==> src/include/sar_regs.vh <==
// Register map, field positions, reset values and bus constants of the alert responder
`ifndef SAR_REGS_VH
`define SAR_REGS_VH
`define SAR_ADDR_W        8
`define SAR_A_FLAGS       8'h00
`define SAR_A_WD_EN       8'h04
`define SAR_A_IRQ_MASK    8'h08
`define SAR_IDX_ALERT_CFG 8'h03
`define SAR_A_ALERT_CFG   8'h0C
`define SAR_A_GPIO        8'h10
`define SAR_A_IRQ_STAT    8'h14
`define SAR_A_OWN_ADDR    8'h18
`define SAR_NUM_WD        8
`define SAR_FLAG_ALERT    8
`define SAR_CFG_LATCH     0
`define SAR_CFG_ENABLE    1
`define SAR_IRQ_W         3
`define SAR_IRQ_ALERT     0
`define SAR_IRQ_ARA_DONE  1
`define SAR_IRQ_ARA_LOST  2
`define SAR_RST_WD_EN     8'h00
`define SAR_RST_CFG       2'h0
`define SAR_RST_MASK      3'h0
`define SAR_RST_OWN_ADDR  7'h00
`define SAR_ARA_RD_BYTE   8'h19
`define SAR_BIT_LAST      3'h7
`define SAR_ST_IDLE       3'h0
`define SAR_ST_ADDR       3'h1
`define SAR_ST_ADDR_ACK   3'h2
`define SAR_ST_ACK        3'h3
`define SAR_ST_TX         3'h4
`define SAR_ST_TX_END     3'h5
`endif

==> src/rtl/sar_ara_resp.v <==
// Two-wire alert response address responder with arbitration
`timescale 1ns/1ps
`include "sar_regs.vh"
module sar_ara_resp (
  input  wire       sys_clk_i,
  input  wire       rst_n_i,
  input  wire       scl_i,
  input  wire       sda_i,
  input  wire       arm_i,
  input  wire [6:0] own_addr_i,
  output reg        sda_oe_o,
  output reg        done_o,
  output reg        lost_o
);
  localparam [2:0] ST_IDLE = `SAR_ST_IDLE;
  localparam [2:0] ST_ADDR = `SAR_ST_ADDR;
  localparam [2:0] ST_AACK = `SAR_ST_ADDR_ACK;
  localparam [2:0] ST_ACK  = `SAR_ST_ACK;
  localparam [2:0] ST_TX   = `SAR_ST_TX;
  localparam [2:0] ST_TEND = `SAR_ST_TX_END;

  reg [2:0] state_r;
  reg [2:0] cnt_r;
  reg [7:0] sh_r;
  reg       scl_q_r;
  reg       sda_q_r;
  reg       match_r;
  wire      scl_rise = scl_i & ~scl_q_r;
  wire      scl_fall = ~scl_i & scl_q_r;
  wire      start_c  = scl_i & scl_q_r & sda_q_r & ~sda_i;
  wire      stop_c   = scl_i & scl_q_r & ~sda_q_r & sda_i;

  // Bit engine; start and stop conditions override any state
  always @(posedge sys_clk_i) begin
    done_o <= 1'b0;
    lost_o <= 1'b0;
    if (!rst_n_i) begin
      state_r  <= ST_IDLE;
      cnt_r    <= 3'h0;
      sh_r     <= 8'h00;
      scl_q_r  <= 1'b1;
      sda_q_r  <= 1'b1;
      match_r  <= 1'b0;
      sda_oe_o <= 1'b0;
    end else begin
      scl_q_r <= scl_i;
      sda_q_r <= sda_i;
      if (start_c) begin
        state_r  <= ST_ADDR;
        cnt_r    <= 3'h0;
        sda_oe_o <= 1'b0;
      end else if (stop_c) begin
        state_r  <= ST_IDLE;
        sda_oe_o <= 1'b0;
      end else begin
        case (state_r)
          ST_ADDR: if (scl_rise) begin
            sh_r  <= {sh_r[6:0], sda_i};
            cnt_r <= cnt_r + 3'h1;
            if (cnt_r == `SAR_BIT_LAST) begin
              match_r <= ({sh_r[6:0], sda_i} == `SAR_ARA_RD_BYTE);
              state_r <= ST_AACK;
            end
          end
          // Only a pending latched alert answers the broadcast
          ST_AACK: if (scl_fall) begin
            if (match_r && arm_i) begin
              sda_oe_o <= 1'b1;
              state_r  <= ST_ACK;
            end else begin
              state_r <= ST_IDLE;
            end
          end
          // Present own address, low bit released as a one
          ST_ACK: if (scl_fall) begin
            sh_r     <= {own_addr_i, 1'b1};
            sda_oe_o <= ~own_addr_i[6];
            cnt_r    <= 3'h0;
            state_r  <= ST_TX;
          end
          ST_TX: begin
            if (scl_rise) begin
              // Released one seen low: a lower address wins, we back off
              if (sh_r[7] && !sda_i) begin
                sda_oe_o <= 1'b0;
                lost_o   <= 1'b1;
                state_r  <= ST_IDLE;
              end else begin
                sh_r  <= {sh_r[6:0], 1'b1};
                cnt_r <= cnt_r + 3'h1;
                if (cnt_r == `SAR_BIT_LAST)
                  state_r <= ST_TEND;
              end
            end else if (scl_fall) begin
              sda_oe_o <= ~sh_r[7];
            end
          end
          // Whole byte sent unchallenged: the response succeeded
          ST_TEND: if (scl_fall) begin
            sda_oe_o <= 1'b0;
            done_o   <= 1'b1;
            state_r  <= ST_IDLE;
          end
          default: begin
            state_r  <= ST_IDLE;
            sda_oe_o <= 1'b0;
          end
        endcase
      end
    end
  end
endmodule

==> src/rtl/sar_alert.v <==
// Latched alert, status flags, alert response and GPIO behind a Wishbone slave
//
// Overview of operation
// - Alert response answered only when alert enabled and latch mode bit 0 set.
// - Latched alert held until status read or successful alert response; the code also releases it when the alert function is disabled.
// - Alert re-asserts after clearing if the fault is still present.
// - Alert assertion never stops conversions already running.
// - Alert pin is open-drain: pull low or release only.
// - Pending device answers with its own slave address.
// - Simultaneous responders arbitrate; lower address code wins.
// - Arbitration loser does not acknowledge and keeps alert low.
// - Alert flag cleared by status read or disabling alert function.
// - Status flags report tripped watchdogs; all zero after reset.
// - Software GPIO drives an external bus-voltage measurement switch.
//
// The register offsets and the Wishbone interface to the registers are this design's own decisions.
`timescale 1ns/1ps
`include "sar_regs.vh"
module sar_alert (
  input  wire        sys_clk_i,
  input  wire        rst_n_i,
  input  wire        wb_cyc_i,
  input  wire        wb_stb_i,
  input  wire        wb_we_i,
  input  wire [7:0]  wb_adr_i,
  input  wire [3:0]  wb_sel_i,
  input  wire [31:0] wb_dat_i,
  output reg  [31:0] wb_dat_o,
  output reg         wb_ack_o,
  input  wire [7:0]  wd_trip_i,
  input  wire        conv_busy_i,
  input  wire        scl_i,
  input  wire        sda_i,
  output reg         sda_o,
  output wire        sda_oe_o,
  output reg         alert_n_o,
  output reg         alert_n_oe_o,
  output reg         gpio_o,
  output reg         conv_busy_o,
  output reg         irq_o
);
  reg  [7:0] wd_en_r;
  reg  [7:0] flags_r;
  reg        alert_flag_r;
  reg        alert_pin_r;
  reg  [1:0] cfg_r;
  reg  [2:0] irq_mask_r;
  reg  [2:0] irq_stat_r;
  reg  [6:0] own_addr_r;
  reg  [7:0] flags_nxt;
  reg        alert_flag_nxt;
  reg        alert_pin_nxt;
  reg  [2:0] irq_stat_nxt;
  reg  [31:0] rd_nxt;
  wire [7:0] trip_en;
  wire       ara_done;
  wire       ara_lost;
  wire       bus_req  = wb_cyc_i & wb_stb_i & ~wb_ack_o;
  wire       wr_en    = bus_req & wb_we_i & wb_sel_i[0];
  wire       rd_flags = bus_req & ~wb_we_i & (wb_adr_i == `SAR_A_FLAGS);
  wire       rd_irq   = bus_req & ~wb_we_i & (wb_adr_i == `SAR_A_IRQ_STAT);
  wire       latch_md = cfg_r[`SAR_CFG_LATCH];
  wire       alert_en = cfg_r[`SAR_CFG_ENABLE];
  wire       fault    = |trip_en;
  wire       cfg_off  = wr_en & (wb_adr_i == `SAR_A_ALERT_CFG) & ~wb_dat_i[`SAR_CFG_ENABLE];

  // Per-watchdog gating of the raw trip levels
  genvar g;
  generate
    for (g = 0; g < `SAR_NUM_WD; g = g + 1) begin : g_wd
      assign trip_en[g] = wd_trip_i[g] & wd_en_r[g];
    end
  endgenerate

  // Sticky flags: a trip in the same cycle as the clearing read survives
  always @* begin
    flags_nxt = flags_r;
    if (rd_flags)
      flags_nxt = 8'h00;
    flags_nxt = flags_nxt | trip_en;
  end

  // Internal alert flag has its own clear path, apart from the pin
  always @* begin
    alert_flag_nxt = alert_flag_r;
    if (rd_flags || cfg_off || !alert_en)
      alert_flag_nxt = 1'b0;
    if (alert_en && fault)
      alert_flag_nxt = 1'b1;
  end

  // Pin latch: a status read, a won response or disabling the alert releases it
  always @* begin
    alert_pin_nxt = alert_pin_r;
    if (rd_flags || ara_done)
      alert_pin_nxt = 1'b0;
    if (!alert_en)
      alert_pin_nxt = 1'b0;
    else if (!latch_md)
      alert_pin_nxt = fault;
    else if (fault)
      alert_pin_nxt = 1'b1;
  end

  // Interrupt events: alert rising, response won, response lost
  always @* begin
    irq_stat_nxt = irq_stat_r;
    if (rd_irq)
      irq_stat_nxt = `SAR_RST_MASK;
    if (alert_pin_nxt && !alert_pin_r)
      irq_stat_nxt[`SAR_IRQ_ALERT] = 1'b1;
    if (ara_done)
      irq_stat_nxt[`SAR_IRQ_ARA_DONE] = 1'b1;
    if (ara_lost)
      irq_stat_nxt[`SAR_IRQ_ARA_LOST] = 1'b1;
  end

  // Read mux; unmapped offsets read zero and still acknowledge
  always @* begin
    rd_nxt = 32'h0000_0000;
    case (wb_adr_i)
      `SAR_A_FLAGS:     rd_nxt = {23'h000000, alert_flag_r, flags_r};
      `SAR_A_WD_EN:     rd_nxt = {24'h000000, wd_en_r};
      `SAR_A_IRQ_MASK:  rd_nxt = {29'h00000000, irq_mask_r};
      `SAR_A_ALERT_CFG: rd_nxt = {30'h00000000, cfg_r};
      `SAR_A_GPIO:      rd_nxt = {31'h00000000, gpio_o};
      `SAR_A_IRQ_STAT:  rd_nxt = {29'h00000000, irq_stat_r};
      `SAR_A_OWN_ADDR:  rd_nxt = {25'h0000000, own_addr_r};
      default:          rd_nxt = 32'h0000_0000;
    endcase
  end

  // Wishbone slave: one wait state, ack for one cycle
  always @(posedge sys_clk_i) begin
    if (!rst_n_i) begin
      wb_ack_o <= 1'b0;
      wb_dat_o <= 32'h0000_0000;
    end else begin
      wb_ack_o <= bus_req;
      wb_dat_o <= bus_req ? rd_nxt : 32'h0000_0000;
    end
  end

  // Software-written controls
  always @(posedge sys_clk_i) begin
    if (!rst_n_i) begin
      wd_en_r    <= `SAR_RST_WD_EN;
      cfg_r      <= `SAR_RST_CFG;
      irq_mask_r <= `SAR_RST_MASK;
      own_addr_r <= `SAR_RST_OWN_ADDR;
      gpio_o     <= 1'b0;
    end else if (wr_en) begin
      case (wb_adr_i)
        `SAR_A_WD_EN:     wd_en_r    <= wb_dat_i[7:0];
        `SAR_A_ALERT_CFG: cfg_r      <= wb_dat_i[1:0];
        `SAR_A_IRQ_MASK:  irq_mask_r <= wb_dat_i[2:0];
        `SAR_A_OWN_ADDR:  own_addr_r <= wb_dat_i[6:0];
        `SAR_A_GPIO:      gpio_o     <= wb_dat_i[0];
        default:          gpio_o     <= gpio_o;
      endcase
    end
  end

  // Alert state and pins
  always @(posedge sys_clk_i) begin
    if (!rst_n_i) begin
      flags_r      <= 8'h00;
      alert_flag_r <= 1'b0;
      alert_pin_r  <= 1'b0;
      irq_stat_r   <= `SAR_RST_MASK;
      irq_o        <= 1'b0;
      alert_n_o    <= 1'b0;
      alert_n_oe_o <= 1'b0;
      sda_o        <= 1'b0;
      conv_busy_o  <= 1'b0;
    end else begin
      flags_r      <= flags_nxt;
      alert_flag_r <= alert_flag_nxt;
      alert_pin_r  <= alert_pin_nxt;
      irq_stat_r   <= irq_stat_nxt;
      irq_o        <= |(irq_stat_nxt & irq_mask_r);
      // Open drain: data stays low, only the enable moves
      alert_n_o    <= 1'b0;
      alert_n_oe_o <= alert_pin_nxt;
      sda_o        <= 1'b0;
      // Conversion status passes straight on; alert never gates it
      conv_busy_o  <= conv_busy_i;
    end
  end

  // Responder is armed only for a pending latched alert
  sar_ara_resp u_ara (
    .sys_clk_i  (sys_clk_i),
    .rst_n_i    (rst_n_i),
    .scl_i      (scl_i),
    .sda_i      (sda_i),
    .arm_i      (alert_en & latch_md & alert_pin_r),
    .own_addr_i (own_addr_r),
    .sda_oe_o   (sda_oe_o),
    .done_o     (ara_done),
    .lost_o     (ara_lost)
  );
endmodule

==> config.mk <==
export PLATFORM = sky130hd
export DESIGN_NAME = sar_alert
export DESIGN_NICKNAME = d
export VERILOG_FILES = /design/src/rtl/sar_ara_resp.v /design/src/rtl/sar_alert.v
export VERILOG_INCLUDE_DIRS = /design/src /design/src/include
export SDC_FILE = /design/constraint.sdc
export NUM_CORES = 1
export LEC_CHECK = 0
export ABC_AREA = 1
export BUFFER_PORTS_ARGS = -buffer_cell sky130_fd_sc_hd__buf_2
export CORE_ASPECT_RATIO = 1.25
export CORE_MARGIN = 2
export CORE_UTILIZATION = 39
export DETAILED_ROUTE_END_ITERATION = 12
export PLACE_DENSITY = 0.64
export SLEW_MARGIN = 25
export SYNTH_ARGS = -nofsm -noshare
export SYNTH_HDL_FRONTEND = slang
export SYNTH_SLANG_ARGS = --single-unit
==> constraint.sdc <==
create_clock -name sys_clk_i -period 2.4 [get_ports sys_clk_i]
set_clock_uncertainty 0.2 [all_clocks]
set_input_delay 0.72 -clock sys_clk_i [delete_from_list [all_inputs] [get_ports sys_clk_i]]
set_output_delay 0.72 -clock sys_clk_i [all_outputs]
set_load 0.05 [all_outputs]
==> impl_metrics.json <==
{
  "outcome": "finished, final reports clean",
  "gp_congestion": 0.905,
  "maxCapViolCount": 0,
  "fin_crit_ps": 1890,
  "drc": 0,
  "holdWs_ps": 266,
  "p_leak_nw": 1.78,
  "critPathBufInv": 1,
  "fp.coreArea_um2": 8150,
  "initial_core_util_pct": 39.9,
  "avgSynthCellArea_um2": 7.04,
  "hold_path.class": "register to register",
  "crit_path_end_kind": "output port",
  "drive_gt1_share_pct": 19.9,
  "cts.sinks": 66,
  "cpLargestDelayFamily": "flip-flops",
  "ys_types": 36,
  "htreeDepth": 3,
  "crit_path_max_incr_delay_ps": 360,
  "ir_drop_uv": 465,
  "cts_buffer_depth": 2,
  "hold_viol": 0,
  "fill_cells": 844,
  "crit_chain": "buf_2",
  "yosys_warnings": 0,
  "post-cts-setup-buffer-count": 0,
  "crit_type": "register to output port",
  "drtPass1Iterations": 4,
  "vias": 3007,
  "netSwitchingFraction_pct": 37.4,
  "ios": 100,
  "wl_um": 7730,
  "cp.arrival_ps": 970,
  "rsz0062_at_grt": "no",
  "clkPwrFrac_pct": 29.4,
  "hp-start": "flags_r[7]",
  "fmax_mhz": 528,
  "cts.reportedPaths.clkPinSlew_ps": 70,
  "period_share_pct": 78.9,
  "crit_fanout": 3,
  "reg2reg_slack_ps": 560,
  "area_growth_pct": 14.5,
  "netlist_instances": 462,
  "switching_power_w": 0.00124,
  "grt_max_degree": 25,
  "powerDensity_nw_per_um2": 889,
  "port_buffers": 47,
  "yosysSeqAreaShare_pct": 40.6,
  "grt_pass1_wl_um": 13200,
  "die-area_um2": 9090,
  "min_to": "flags_r[7]",
  "hold_depth": 2,
  "r2r_cells": 11,
  "hpwlAfterDp_um": 5820,
  "cts_tree": "yes",
  "detail_route.wl_per_cell_um": 12.5,
  "slowest_stage": "dfxtp_1",
  "fp-row-count": 37,
  "fin_nets": 581,
  "power.internal_w": 0.00207,
  "synth_seq_cells": 66,
  "die_y_um": 106,
  "combPwrFrac_pct": 31.2,
  "grt_pass1_vias": 2980,
  "ctsHoldBuffers": 0,
  "grt_overflow": 0,
  "p_seq_share_pct": 39.5,
  "die_x_um": 85.7,
  "grt.total_usage_pct": 18.3,
  "drt_iter0_markers": 136,
  "r2r-end": "u_ara.sh_r[7]",
  "r2r-start": "u_ara.state_r[2]",
  "clk_latency_ps": 340,
  "crit_required_ps": 1480,
  "antenna_found_initial": 0,
  "ant_nets": 0,
  "setup_violations": 0,
  "antenna_cells": 0,
  "cts_resized": 0,
  "fin_tns_setup_ps": 0,
  "cts-buffers-inserted": 9,
  "vias_per_cell": 4.85,
  "cts_root_buffer": "clkbuf_8",
  "maxSlewViolCount": 0,
  "start_kind": "register",
  "synth_area_um2": 3250
}
-- metrics by stage --
stage	utilization [%]	total power (W)	worst slack, ps	cells	cell area (um^2)
after floorplan	-	0.00223	451	486	3340
after global placement	43.2	0.00233	204	605	3520
after detailed placement	43.2	0.00235	196	605	3520
after CTS	45.7	0.00332	486	620	3720
after global routing	45.7	0.00353	347	620	3720
final	45.7	0.00331	507	620	3720
-- metal layers --
layer	global-route usage (%)	vias to the layer above	part of all wire (%)
met1	20.9	1374	42
met2	32.9	74	51
li1	-	1546	-
met5	0	-	0
met4	8.50	0	2.2
met3	3.18	13	4.7
-- synth_stat cells --
cell	number	area (um^2)
nor3_1	4	20.0
o21ai_2	6	52.6
nand3_1	29	145
a311oi_1	1	8.76
clkbuf_1	5	18.8
buf_8	1	15.0
ha_1	2	25.0
a21oi_1	33	165
a211oi_1	4	30.0
nand4_1	5	31.3
nor2_4	3	33.8
buf_2	1	5.00
o211a_1	2	20.0
nand2_2	3	18.8
inv_2	9	33.8
and3_1	1	6.26
a31oi_1	1	6.26
buf_6	1	11.3
o21ai_1	9	45.0
nor2_1	67	251
o21ai_4	1	16.3
nor2_2	3	18.8
inv_1	37	139
conb_1	1	3.75
inv_6	1	8.76
nor2_8	1	20.0
and2_1	1	6.26
o21ai_0	18	90.1
nand2_1	113	424
dfxtp_1	66	1320
nand3_2	1	10.0
or2_2	1	6.26
nand2_4	3	33.8
buf_4	26	195
nor4_1	1	6.26
nor3_2	1	10.0
-- flip-flops by register name (all words and copies together), names as in the netlist --
name / count
u_ara.state_r: 3
gpio_o: 1
flags_r: 8
irq_mask_r: 3
alert_pin_r: 1
irq_o: 1
u_ara.sda_oe_o: 1
u_ara.lost_o: 1
u_ara.scl_q_r: 1
u_ara.done_o: 1
wb_ack_o: 1
own_addr_r: 7
u_ara.sh_r: 8
wd_en_r: 8
u_ara.match_r: 1
cfg_r: 2
u_ara.sda_q_r: 1
u_ara.cnt_r: 3
irq_stat_r: 3
conv_busy_o: 1
wb_dat_o: 9
alert_flag_r: 1
-- power groups by stage --
stage                     registers, W  logic (W)  clock network (W)
final                          0.00131    0.00103           0.000972
after detailed placement       0.00133    0.00102                  0
after global routing           0.00132    0.00118            0.00103
after CTS                      0.00130    0.00103           0.000982
after floorplan                0.00134   0.000889                  0
after global placement         0.00132    0.00100                  0
-- worst max path at each step --
stage,start,endpoint,depth (start not counted)
2_1_floorplan,wb_adr_i[1],irq_o,10
3_3_place_gp,wb_cyc_i,irq_o,12
3_5_place_dp,scl_i,u_ara.sh_r[7],10
4_1_cts,gpio_o,gpio_o,1
5_1_grt,u_ara.state_r[2],u_ara.sh_r[7],11
6_report,gpio_o,gpio_o,1
-- kinds of logic after synthesis --
family / count (synthesis) / share of synthesized area, %
AOI/OAI and AO/OA: 75 / 13.3
adders and majority gates: 2 / 0.769
buffers and inverters: 81 / 13.1
DFF: 66 / 40.6
other: 1 / 0.115
and+or+nand+nor: 237 / 32.0
-- layout by cell type (no fill, tap or decap), drive strengths merged, types with 2 or more instances in the layout --
master	n
conb	25
buf	56
nand2	119
a21oi	33
nand4	5
clkbuf	11
ha	2
nand3	30
a211oi	4
dfxtp	66
nor3	5
clkinv	2
o211a	2
inv	47
o21ai	34
nor2	74
-- cell type report --
type / count / area [um^2] / area share, %
Inverter: 47 / 181 / 4.87
Tap cell: 97 / 121 / 3.26
Clock buffer: 11 / 151 / 4.06
Clock inverter: 4 / 51.3 / 1.38
Sequential cell: 66 / 1320 / 35.5
Timing Repair Buffer: 56 / 303 / 8.13
Multi-Input combinational cell: 339 / 1600 / 42.8
Note: power is estimated with default switching activity, not from simulation.
